--- src/logic/pts_params.svh ---
// Purpose: Offsets, field positions, reset values and timing counts of the period timer.
// Assumes: AXI4-Lite data path of 32 bits, one register to an aligned word.
// Notes:   Register offsets are all multiples of four, so each is a word index.
`ifndef PTS_PARAMS_SVH
`define PTS_PARAMS_SVH
`define PTS_IDX_COUNT      8'h11
`define PTS_IDX_CONTROL    8'h12
`define PTS_IDX_LIMIT      8'h92
`define PTS_IDX_FLAG       8'h0C
`define PTS_IDX_ENABLE     8'h8C
`define PTS_ADDR_W         10
`define PTS_RST_COUNT      8'h00
`define PTS_RST_CONTROL    7'h00
`define PTS_RST_LIMIT      8'hFF
`define PTS_CTL_PRE_LSB    0
`define PTS_CTL_RUN_BIT    2
`define PTS_CTL_POST_LSB   3
`define PTS_FLAG_BIT       1
`define PTS_INT_DIV        2'h3
`define PTS_RESP_OKAY      2'h0
`define PTS_RESP_SLVERR    2'h2
`endif

--- src/logic/pts_pkg.sv ---
// Purpose: Types shared by the period timer files.
// Assumes: Nothing beyond the constants header.
// Notes:   Prescale selection is a small enumeration.
package pts_pkg;
   typedef enum logic [1:0] {
      PTS_PRE_1  = 2'h0,
      PTS_PRE_4  = 2'h1,
      PTS_PRE_16 = 2'h2
   } pts_pre_t;
endpackage : pts_pkg

--- src/logic/pts_timer.sv ---
// Purpose: Eight bit period timer with prescaler, postscaler and AXI4-Lite registers.
// Assumes: One clock; the internal clock is clk_sys_i and a fixed divide by four feeds the timer.
// Notes:   Reading the flag register clears its sticky flag.
`timescale 1ns/1ps
`include "pts_params.svh"
module pts_timer (
   input  wire logic        clk_sys_i,
   input  wire logic        rst_n_i,
   input  wire logic        ce_i,
   input  wire logic [31:0] s_axi_awaddr,
   input  wire logic        s_axi_awvalid,
   output logic             s_axi_awready,
   input  wire logic [31:0] s_axi_wdata,
   input  wire logic [3:0]  s_axi_wstrb,
   input  wire logic        s_axi_wvalid,
   output logic             s_axi_wready,
   output logic [1:0]       s_axi_bresp,
   output logic             s_axi_bvalid,
   input  wire logic        s_axi_bready,
   input  wire logic [31:0] s_axi_araddr,
   input  wire logic        s_axi_arvalid,
   output logic             s_axi_arready,
   output logic [31:0]      s_axi_rdata,
   output logic [1:0]       s_axi_rresp,
   output logic             s_axi_rvalid,
   input  wire logic        s_axi_rready,
   output logic             match_pulse_o,
   output logic [7:0]       pwm_count_o,
   output logic             irq_o
);
   logic [7:0]  period_count;
   logic [7:0]  period_limit;
   logic [6:0]  period_timer_control;
   logic        period_event_flag;
   logic        period_event_enable;
   logic [1:0]  quarter;
   logic        aw_held;
   logic        w_held;
   logic [31:0] aw_addr;
   logic [31:0] w_data;
   logic        w_lane0;
   logic        wr_go;
   logic [7:0]  wr_idx;
   logic        wr_hit;
   logic        wr_count;
   logic        wr_control;
   logic        scaler_clr;
   logic        run_control;
   logic        tick_in;
   logic        pre_tick;
   logic        post_wrap;
   logic        match;
   logic        rd_go;
   logic [7:0]  rd_idx;
   logic        rd_flag;
   logic [1:0]  prescale_select;
   logic [3:0]  postscale_select;
   logic [1:0]  pre_last;

   assign run_control      = period_timer_control[`PTS_CTL_RUN_BIT];
   assign prescale_select  = period_timer_control[`PTS_CTL_PRE_LSB +: 2];
   assign postscale_select = period_timer_control[`PTS_CTL_POST_LSB +: 4];

   // Write channel: address and data are latched independently, in either order.
   assign wr_go      = aw_held && w_held && !s_axi_bvalid;
   assign wr_idx     = aw_addr[9:2];
   assign wr_hit     = (aw_addr[31:`PTS_ADDR_W] == '0);
   assign wr_count   = ce_i && wr_go && wr_hit && w_lane0 && (wr_idx == `PTS_IDX_COUNT);
   assign wr_control = ce_i && wr_go && wr_hit && w_lane0 && (wr_idx == `PTS_IDX_CONTROL);
   assign scaler_clr = wr_count || wr_control;

   always_ff @(posedge clk_sys_i) begin
      if (!rst_n_i) begin
         aw_held       <= 1'b0;
         w_held        <= 1'b0;
         aw_addr       <= 32'h0000_0000;
         w_data        <= 32'h0000_0000;
         w_lane0       <= 1'b0;
         s_axi_awready <= 1'b0;
         s_axi_wready  <= 1'b0;
         s_axi_bvalid  <= 1'b0;
         s_axi_bresp   <= `PTS_RESP_OKAY;
      end else if (ce_i) begin
         s_axi_awready <= !aw_held && !s_axi_awready && s_axi_awvalid;
         s_axi_wready  <= !w_held && !s_axi_wready && s_axi_wvalid;
         if (s_axi_awready && s_axi_awvalid) begin
            aw_held <= 1'b1;
            aw_addr <= s_axi_awaddr;
         end
         if (s_axi_wready && s_axi_wvalid) begin
            w_held  <= 1'b1;
            w_data  <= s_axi_wdata;
            w_lane0 <= s_axi_wstrb[0];
         end
         if (wr_go) begin
            aw_held      <= 1'b0;
            w_held       <= 1'b0;
            s_axi_bvalid <= 1'b1;
            s_axi_bresp  <= wr_hit ? `PTS_RESP_OKAY : `PTS_RESP_SLVERR;
         end else if (s_axi_bvalid && s_axi_bready) begin
            s_axi_bvalid <= 1'b0;
         end
      end
   end

   // Register writes; bit seven of control is not stored and reads zero.
   always_ff @(posedge clk_sys_i) begin
      if (!rst_n_i) begin
         period_limit         <= `PTS_RST_LIMIT;
         period_timer_control <= `PTS_RST_CONTROL;
         period_event_enable  <= 1'b0;
      end else if (ce_i && wr_go && wr_hit && w_lane0) begin
         if (wr_idx == `PTS_IDX_LIMIT) begin
            period_limit <= w_data[7:0];
         end
         if (wr_idx == `PTS_IDX_CONTROL) begin
            period_timer_control <= w_data[6:0];
         end
         if (wr_idx == `PTS_IDX_ENABLE) begin
            period_event_enable <= w_data[`PTS_FLAG_BIT];
         end
      end
   end

   // Fixed divide by four of the internal clock; held while halted to save power.
   always_ff @(posedge clk_sys_i) begin
      if (!rst_n_i || (ce_i && scaler_clr)) begin
         quarter <= 2'h0;
      end else if (ce_i && run_control) begin
         quarter <= 2'(quarter + 1'b1);
      end
   end
   assign tick_in = run_control && (quarter == `PTS_INT_DIV);

   always_comb begin
      case (prescale_select)
         2'h0:    pre_last = 2'h0;
         2'h1:    pre_last = 2'h3;
         default: pre_last = 2'h3;
      endcase
   end

   // Divide by 16 is built as two chained divide by four stages.
   logic pre_a_wrap;
   logic pre_a_step;
   pts_divider #(.W(2)) u_pre_a (
      .clk_sys_i (clk_sys_i),
      .rst_n_i   (rst_n_i),
      .ce_i      (ce_i),
      .clr_i     (scaler_clr),
      .step_i    (tick_in && (prescale_select != pts_pkg::PTS_PRE_1)),
      .last_i    (pre_last),
      .wrap_o    (pre_a_wrap)
   );
   assign pre_a_step = pre_a_wrap && prescale_select[1];
   logic pre_b_wrap;
   pts_divider #(.W(2)) u_pre_b (
      .clk_sys_i (clk_sys_i),
      .rst_n_i   (rst_n_i),
      .ce_i      (ce_i),
      .clr_i     (scaler_clr),
      .step_i    (pre_a_step),
      .last_i    (2'h3),
      .wrap_o    (pre_b_wrap)
   );
   always_comb begin
      case (prescale_select)
         2'h0:    pre_tick = tick_in;
         2'h1:    pre_tick = pre_a_wrap;
         default: pre_tick = pre_b_wrap;
      endcase
   end

   assign match = pre_tick && (period_count == period_limit);

   // Count register; a control write does not touch it.
   always_ff @(posedge clk_sys_i) begin
      if (!rst_n_i) begin
         period_count <= `PTS_RST_COUNT;
      end else if (ce_i) begin
         if (wr_count) begin
            period_count <= w_data[7:0];
         end else if (match) begin
            period_count <= 8'h00;
         end else if (pre_tick) begin
            period_count <= 8'(period_count + 1'b1);
         end
      end
   end

   pts_divider #(.W(4)) u_post (
      .clk_sys_i (clk_sys_i),
      .rst_n_i   (rst_n_i),
      .ce_i      (ce_i),
      .clr_i     (scaler_clr),
      .step_i    (match),
      .last_i    (postscale_select),
      .wrap_o    (post_wrap)
   );

   // Read channel; a read of the flag register clears the flag.
   assign rd_go   = s_axi_arvalid && s_axi_arready;
   assign rd_idx  = s_axi_araddr[9:2];
   assign rd_flag = ce_i && rd_go && (s_axi_araddr[31:`PTS_ADDR_W] == '0)
                    && (rd_idx == `PTS_IDX_FLAG);

   always_ff @(posedge clk_sys_i) begin
      if (!rst_n_i) begin
         s_axi_arready <= 1'b0;
         s_axi_rvalid  <= 1'b0;
         s_axi_rdata   <= 32'h0000_0000;
         s_axi_rresp   <= `PTS_RESP_OKAY;
      end else if (ce_i) begin
         s_axi_arready <= !s_axi_arready && !s_axi_rvalid && s_axi_arvalid;
         if (rd_go) begin
            s_axi_rvalid <= 1'b1;
            s_axi_rresp  <= `PTS_RESP_OKAY;
            s_axi_rdata  <= 32'h0000_0000;
            if (s_axi_araddr[31:`PTS_ADDR_W] != '0) begin
               s_axi_rresp <= `PTS_RESP_SLVERR;
            end else begin
               case (rd_idx)
                  `PTS_IDX_COUNT:   s_axi_rdata[7:0] <= period_count;
                  `PTS_IDX_CONTROL: s_axi_rdata[7:0] <= {1'b0, period_timer_control};
                  `PTS_IDX_LIMIT:   s_axi_rdata[7:0] <= period_limit;
                  `PTS_IDX_FLAG:    s_axi_rdata[`PTS_FLAG_BIT] <= period_event_flag;
                  `PTS_IDX_ENABLE:  s_axi_rdata[`PTS_FLAG_BIT] <= period_event_enable;
                  default:          s_axi_rresp <= `PTS_RESP_SLVERR;
               endcase
            end
         end else if (s_axi_rvalid && s_axi_rready) begin
            s_axi_rvalid <= 1'b0;
         end
      end
   end

   // Sticky flag: a new event in the clearing cycle wins, so none is lost.
   always_ff @(posedge clk_sys_i) begin
      if (!rst_n_i) begin
         period_event_flag <= 1'b0;
      end else if (ce_i) begin
         if (post_wrap) begin
            period_event_flag <= 1'b1;
         end else if (rd_flag || (wr_go && wr_hit && w_lane0 && wr_idx == `PTS_IDX_FLAG
                                  && !w_data[`PTS_FLAG_BIT])) begin
            period_event_flag <= 1'b0;
         end
      end
   end

   always_ff @(posedge clk_sys_i) begin
      if (!rst_n_i) begin
         irq_o         <= 1'b0;
         match_pulse_o <= 1'b0;
         pwm_count_o   <= 8'h00;
      end else if (ce_i) begin
         irq_o         <= period_event_flag && period_event_enable;
         match_pulse_o <= match;
         pwm_count_o   <= period_count;
      end
   end

   a_count_wraps: assert property (@(posedge clk_sys_i) disable iff (!rst_n_i)
      ce_i && match && !wr_count |=> period_count == 8'h00)
      else $error("Count did not wrap after match.");
   a_halt_holds: assert property (@(posedge clk_sys_i) disable iff (!rst_n_i)
      ce_i && !run_control && !wr_count |=> $stable(period_count))
      else $error("Count moved while halted.");
   a_ctl_keeps: assert property (@(posedge clk_sys_i) disable iff (!rst_n_i)
      wr_control && !pre_tick |=> $stable(period_count))
      else $error("Control write changed count.");
   a_pulse_export: assert property (@(posedge clk_sys_i) disable iff (!rst_n_i)
      ce_i && match |=> match_pulse_o)
      else $error("Match pulse not exported.");
   a_flag_sets: assert property (@(posedge clk_sys_i) disable iff (!rst_n_i)
      ce_i && post_wrap |=> period_event_flag)
      else $error("Flag not set by postscaler.");
   a_irq_gate: assert property (@(posedge clk_sys_i) disable iff (!rst_n_i)
      ce_i && !period_event_enable |=> !irq_o)
      else $error("Interrupt raised while disabled.");
   a_post_one: assert property (@(posedge clk_sys_i) disable iff (!rst_n_i)
      postscale_select == 4'h0 && match |-> post_wrap)
      else $error("Ratio one to one missed.");
   a_pre_one: assert property (@(posedge clk_sys_i) disable iff (!rst_n_i)
      prescale_select == 2'h0 && tick_in |-> pre_tick)
      else $error("Prescale one missed tick.");
   a_limit_reset: assert property (@(posedge clk_sys_i)
      !rst_n_i |=> period_limit == 8'hFF && period_timer_control == 7'h00)
      else $error("Reset values wrong.");
   a_count_reset: assert property (@(posedge clk_sys_i)
      !rst_n_i |=> period_count == 8'h00)
      else $error("Count not cleared by reset.");
   a_no_tick_clr: assert property (@(posedge clk_sys_i) disable iff (!rst_n_i)
      ce_i && scaler_clr |=> quarter == 2'h0)
      else $error("Scaler not cleared by write.");
   // Second count of matches, kept apart from the divider so a broken divider cannot hide.
   logic [4:0] chk_matches;
   always_ff @(posedge clk_sys_i) begin
      if (!rst_n_i || (ce_i && scaler_clr)) begin
         chk_matches <= 5'h00;
      end else if (ce_i && match) begin
         chk_matches <= post_wrap ? 5'h00 : 5'(chk_matches + 1'b1);
      end
   end
   a_post_ratio: assert property (@(posedge clk_sys_i) disable iff (!rst_n_i)
      ce_i && match |-> post_wrap == (chk_matches == {1'b0, postscale_select}))
      else $error("Postscaler ratio wrong.");
   a_run_gate: assert property (@(posedge clk_sys_i) disable iff (!rst_n_i)
      !run_control |-> !pre_tick)
      else $error("Tick while halted.");
   a_pwm_base: assert property (@(posedge clk_sys_i) disable iff (!rst_n_i)
      ce_i |=> pwm_count_o == $past(period_count))
      else $error("PWM count not following.");
endmodule : pts_timer

--- src/logic/pts_divider.sv ---
// Purpose: Generic modulo counter that pulses when it wraps.
// Assumes: Synchronous clear and enable; clear wins over count.
// Notes:   Used for the prescaler and the postscaler.
`timescale 1ns/1ps
module pts_divider #(
   parameter int W = 4
) (
   input  wire logic         clk_sys_i,
   input  wire logic         rst_n_i,
   input  wire logic         ce_i,
   input  wire logic         clr_i,
   input  wire logic         step_i,
   input  wire logic [W-1:0] last_i,
   output logic              wrap_o
);
   logic [W-1:0] cnt;

   assign wrap_o = step_i && (cnt == last_i);

   always_ff @(posedge clk_sys_i) begin
      if (!rst_n_i || (ce_i && clr_i)) begin
         cnt <= '0;
      end else if (ce_i && step_i) begin
         cnt <= (cnt == last_i) ? '0 : W'(cnt + 1'b1);
      end
   end
endmodule : pts_divider

--- config.mk ---
export PLATFORM = sky130hd
export DESIGN_NAME = pts_timer
export DESIGN_NICKNAME = d
export VERILOG_FILES = /design/src/logic/pts_pkg.sv /design/src/logic/pts_timer.sv /design/src/logic/pts_divider.sv
export VERILOG_INCLUDE_DIRS = /design/src /design/src/logic
export SDC_FILE = /design/constraint.sdc
export NUM_CORES = 1
export LEC_CHECK = 0
export BUFFER_PORTS_ARGS = -buffer_cell sky130_fd_sc_hd__buf_2
export CAP_MARGIN = 20
export CORE_ASPECT_RATIO = 0.8
export CORE_UTILIZATION = 50
export CTS_CLUSTER_SIZE = 30
export DETAILED_ROUTE_END_ITERATION = 10
export PLACE_DENSITY = 0.8
export SYNTH_ARGS = -nofsm -noshare
export SYNTH_HDL_FRONTEND = slang
export SYNTH_HIERARCHICAL = 1
export SYNTH_SLANG_ARGS = --single-unit
export TNS_END_PERCENT = 1
--- constraint.sdc ---
create_clock -name clk_sys_i -period 3.3 [get_ports clk_sys_i]
set_clock_uncertainty 0.15 [all_clocks]
set_input_delay 0.33 -clock clk_sys_i [delete_from_list [all_inputs] [get_ports clk_sys_i]]
set_output_delay 0.33 -clock clk_sys_i [all_outputs]
set_load 0.02 [all_outputs]
* After elaboration in Yosys (flattened, before gate mapping)
Cells that the tools add are included. W data, S select, Z words.
Word-level totals: flip-flop bits (word level) 105, bits in read-only memories 0, latch bits 0, logic and storage cells 146, input port bits 108, memories kept 0, output and inout bits 51, bits in writable memories 0
Cells by class: bitwise gates (word level) 0, $mul 0, div/mod/pow operators 0, shift operators 0, reductions and logical operators 75, $lt $le $gt $ge 0, add/subtract/negate cells 5, mux-type cells 25, equal/unequal tests 16
Operator list (count):
- $logic_not A22 Y1 | 2
- $logic_and A1 B1 Y1 | 38
- $eq A8 B5 Y1 const B | 4
- $eq A8 B8 Y1 const B | 4
- $mux W8 | 4
- $reduce_and A2 Y1 | 13
- $reduce_bool A22 Y1 | 1
- $pmux W6 S3 | 1
- $eq A8 B4 Y1 const B | 2
- $mux W2 | 6
- $reduce_bool A2 Y1 | 6
- $mux W1 | 10
- $logic_not A1 Y1 | 9
- $add A8 B1 Y8 const B | 1
- $eq A8 B8 Y1 | 1
- $add A2 B1 Y2 const B | 3
- $pmux W1 S5 | 1
- $reduce_or A5 Y1 | 1
- $add A4 B1 Y4 const B | 1
- $eq A2 B2 Y1 const B | 2
- $eq A4 B4 Y1 | 1
- $mux W4 | 1
- $logic_or A1 B1 Y1 | 3
- $pmux W1 S3 | 1
- other kinds (5) | 5

* Longest topological paths before layout
depth in word-level cells 11, mapped depth 12, mapped depth without buffers 12

* Cells and area by module
Netlist, hierarchy kept.
Modules (own cells, without submodules):
- pts_timer | instances 1, sequential area each 1861.8 um^2, area an instance 4424.2 um^2, cells each 530
- pts_divider (u_pre_a ...) | instances 2, sequential area each 40.0 um^2, area an instance 133.9 um^2, cells each 17
- pts_divider (u_post) | instances 1, sequential area each 80.1 um^2, area an instance 245.2 um^2, cells each 31

* Least setup slack after synthesis
No wires, ideal clock.
path kind flip-flop to flip-flop, start register period_timer_control[1], end register period_count[3], buffers on the path 0, slack 0.529 ns, setup time 0.070 ns, cell stages (with the launch flop) 12, period minus slack after synthesis 2.771 ns, data required time 3.080 ns, data arrival time 2.551 ns, path through dfxtp_1 > or2_2 > xor2_1 > nor3b_1 > and2_1 > nor3b_1 > inv_1 > a221o_1 > or3_1 > a21oi_1 > a21oi_1 > a21oi_1
Between the ends: cells in the longest elaborated chain, start to end 10, elaborated cells on any way between the ends 15, classes of those cells eq/ne (2); mux (4); reduce/logical (9)
RTL lines:
- start, declared | RTL line pts_timer.sv:33 | logic [6:0] period_timer_control;
- start signal, assigned | RTL line pts_timer.sv:110 | period_timer_control <= `PTS_RST_CONTROL;
- start signal, assigned | RTL line pts_timer.sv:117 | period_timer_control <= w_data[6:0];
- $logic_not A2 Y1 (*) | RTL line pts_timer.sv:136 | case (prescale_select)
- $mux W2 (*) | RTL line pts_timer.sv:136
- via pre_last[0] | RTL line pts_timer.sv:58 | logic [1:0] pre_last;
- $eq A2 B2 Y1 (*) | RTL line pts_divider.sv:18 | assign wrap_o = step_i && (cnt == last_i);
- $logic_and A1 B1 Y1 (*) | RTL line pts_divider.sv:18
- via pre_a_wrap | RTL line pts_timer.sv:144 | logic pre_a_wrap;
- $logic_and A1 B1 Y1 (*) | RTL line pts_timer.sv:155 | assign pre_a_step = pre_a_wrap && prescale_select[1];
- via pre_a_step | RTL line pts_timer.sv:145 | logic pre_a_step;
- $logic_and A1 B1 Y1 (*) | RTL line pts_divider.sv:18
- via pre_b_wrap | RTL line pts_timer.sv:156 | logic pre_b_wrap;
- $pmux W1 S2 (*) | RTL line pts_timer.sv:167 | case (prescale_select)
- $logic_and A1 B1 Y1 | RTL line pts_timer.sv:174 | assign match = pre_tick && (period_count == period_limit);
- $reduce_bool A3 Y1 (no source line) / $mux W8 (equally long branches)
- $reduce_and A2 Y1 (no source line) / $mux W8 (equally long branches)
- end signal, assigned | RTL line pts_timer.sv:179 | period_count <= `PTS_RST_COUNT;
- end signal, assigned | RTL line pts_timer.sv:182 | period_count <= w_data[7:0];
- end signal, assigned | RTL line pts_timer.sv:186 | period_count <= 8'(period_count + 1'b1);
- end, declared | RTL line pts_timer.sv:31 | logic [7:0] period_count;
Mark *: on every way through the listed nets, which the timed path passes. The rest lies on a longest branch. A chain may end at the register's enable or synchronous reset.

* Final worst setup path
Same ends and word-level chain as after synthesis.

==> results.ini <==
[place]
gp_congestion = 0.929
post-dp-hpwl_mm = 8.80
placed_cell_area_um2 = 5430
place_worst_setup_slack_ns = 0.289
place.detailed.instances = 794
port_buffers = 101

[synthesis]
synthArstFlopShare = 0
synth_area_per_cell_um2 = 8.30
most_used_dff_post_synth = dfxtp_1
synth-edff-count = 0
synth_sequential_area_ratio = 0.410
synth.lib_cells_used.distinct = 51
yosys_warnings = 6
synth.cell_area_um2 = 4940
synthesis.instances = 595
synth_seq_cells = 101

[global_routing]
grt_util_all_layers = 0.241
grt_pass1_wl_mm = 20.0
grt_antenna_before_repair = 0
first_global_vias = 4208
grt_start_max_net_pins = 64
grt_overflow_total = 0

[worst_setup_path]
worstSetupPathDepth = 11
worst-path-buf-inv = 1
critPathMaxStageDelay_ns = 0.45
critical_path.most_common_cell = a21oi_1
reg2reg_depth = 11
critical_path_start_type = flip-flop
critical-path-top-delay-family = simple AND/OR/NAND/NOR gates
timing.critical_path.required_ns = 3.42
critical_path_peak_fanout = 8
crit_chain = or2_2 -> xor2_1 -> nor3b_1 -> and2_2 -> nor3b_1 -> inv_1 -> a221o_1 -> or3_1 -> a21oi_1 -> a21oi_1 -> a21oi_1
slowest_stage = a221o_1
critical_path.endpoint_type = flip-flop
worst_ep_arrival_time_ns = 3.15
critical_path_class = reg -> reg

[cells_and_area]
final_layout_size_suffix_gt1_frac = 0.191
post-route-cell-area_um2 = 5750
antenna-diode-count = 0
area_delta_synth_final_pct = 16.4
fraction_of_the_core_area_covered_by_cells_at_the_end_of_the_flow = 0.598
n_fill_cell = 816
final_cell_count_no_fill = 810
finish.net_count = 797

[floorplan]
initial_core_util = 0.514
io_pins = 159
die_h_um = 90.9
floorplan.die_area_um2 = 10300
design.core.area_um2 = 9610
rows = 32
die_w_um = 113

[sta]
timing.slew.headroom = 0.291
timing_hold_violations_final = 0
timing_worst_slew_pin_value_ns = 1.06
ratio_of_final_minimum_period_to_clock_period = 0.917
final_max_tran_viols = 0
fin_tns_setup_ns = 0
post-route-min-period_ns = 3.03
max_freq_mhz = 330
finalHoldWorstSlack_ns = 0.0734
setup_repair_after_global_routing_missed_its_margin = no
finalSetupViolCount = 0
layout_setup_ws_ns = 0.273

[clocking]
worst_skew_pair.late_latency_ns = 0.35
cts_buffers = 9
htree_levels = 3
cts.root.buffer_cell = clkbuf_16
number_of_clock_sinks = 101
tritoncts = done
cts_hold_buf = 0
cts.path.max_buffers = 2
clk_transition_reported_paths_ns = 0.07
post-cts-setup-buffer-count = 0

[drt]
drt_pre_antenna_iters = 5
dr_total_vias = 4524
via_per_inst = 5.59
drtIter0Drc = 254
remaining_drc_errors = 0
wire_per_inst_um = 15.0
drt.antenna.violating_nets = 0
postRouteWirelength_mm = 12.2

[power]
power_mw = 2.56
irDropWorstVdd_mv = 0.243
power-per-cell-area_nw_per_um2 = 446
leakagePower_nw = 2.26

[worst_hold_path]
whs_path_depth = 3
worst_min_delay_path_class = in -> reg

[job]
cap_violations = 0

[outcome]
run_status = complete, no violations

[cells in the mapped netlist (2+ instances only)]
cell type	n	area, um2
nand2_1	134	503
dfxtp_1	101	2020
a21boi_0	51	383
buf_4	26	195
o21ai_0	26	130
mux2i_1	25	250
nor2b_1	25	156
a21oi_1	24	120
clkbuf_1	24	90.1
nand3_1	21	105
nor2_1	19	71.3
nor4_1	12	75.1
xnor2_1	12	105
a22oi_1	11	82.6
nand4_1	7	43.8
and3_1	6	37.5
nor3b_1	6	45.0
inv_1	5	18.8
xor2_1	5	43.8
nor3_1	4	20.0
and4_1	3	26.3
ha_1	3	37.5
nor4b_1	3	26.3
o21a_1	3	22.5
or4_1	3	22.5
and2_1	2	12.5
conb_1	2	7.51
nand3b_1	2	15.0
nand4b_1	2	17.5
o2111ai_1	2	17.5
o211a_1	2	20.0
o31ai_1	2	15.0
or2_2	2	12.5
or3_1	2	12.5
or4b_1	2	20.0
[worst paths after layout]
| path | start | endpoint | slack [ns] |
|---|---|---|---|
| setup / recovery | period_timer_control[1] | period_count[3] | 0.27 |
| hold / removal | s_axi_awaddr[11] | aw_addr[11] | 0.07 |
| setup reg to reg | period_timer_control[1] | period_count[3] | 0.27 |
| hold reg to reg | aw_addr[21] | aw_addr[21] | 0.32 |
[report_power, final]
part / switching, mW / internal (mW) / total [mW] / leakage (nW)
registers: 0.0133 / 1.23 / 1.24 / 0.815
logic: 0.115 / 0.0764 / 0.192 / 1.29
clock network: 0.504 / 0.624 / 1.13 / 0.153
total: 0.633 / 1.93 / 2.56 / 2.26
[cell families (layout without fill, tap and decap cells)]
logic type	count (synthesis)	after routing	share of synthesized area
DFF	101	101	0.410
AOI/OAI and AO/OA	128	128	0.172
other	2	28	0.00152
xor gates and xnor gates	17	17	0.0302
buffers and inverters	58	128	0.0656
and+or+nand+nor	261	261	0.263
adders and majority gates	3	3	0.00760
muxes	25	25	0.0507
[layout by cell type, fill, tap and decap left out, drive strengths merged, types with 2 or more instances in the layout]
master / instances
nor3b: 8
nor4: 12
inv: 8
nand4b: 2
dfxtp: 101
xor2: 5
nor2b: 25
and4: 3
nor4b: 3
o211a: 2
and3: 6
a21oi: 24
or4: 4
nand4: 7
and2: 2
clkbuf: 10
o21a: 3
or4b: 2
nand3b: 2
a21boi: 51
mux2i: 25
conb: 28
nand3: 22
xnor2: 12
or2: 2
buf: 107
a22oi: 11
o21ai: 26
ha: 3
nor3: 4
nand2: 134
or3: 2
o31ai: 2
nor2: 20
o2111ai: 2
[what timing repair did]
action | 4_1_cts | 5_1_grt
hold endpoints to repair | 0 | 0
gates resized for setup | 0 | 1
setup endpoints to repair | 0 | 1
[registers in the layout, indices dropped and copies added, names as in the netlist, 2 cells and up]
register,count
aw_addr,30
period_count,8
period_limit,8
pwm_count_o,8
s_axi_rdata,8
w_data,8
period_timer_control,7
u_post/cnt,4
quarter,2
u_pre_a/cnt,2
u_pre_b/cnt,2
[tightest hold or removal path, cell delays in order]
cell	delay (ns)
buf_2	0.09
nand2_1	0.04
a21boi_0	0.06
[per-layer routing]
metal,global-route usage,share of wire,vias to the layer above
met5,0,0,-
li1,-,-,2199
met3,0.0564,0.069,15
met2,0.402,0.47,191
met4,0.0636,0.0083,0
met1,0.312,0.45,2119
[final cells by class]
class	count	area, um2	share of cell area
timing repair buffer	107	551	0.0958
clock inverter	6	77.6	0.0135
inverter	5	18.8	0.00327
clock buffer	10	239	0.0416
sequential	101	2020	0.352
multi-input combinational	462	2690	0.468
tap	119	149	0.0259
No activity file was read; power rests on OpenSTA's default activity.
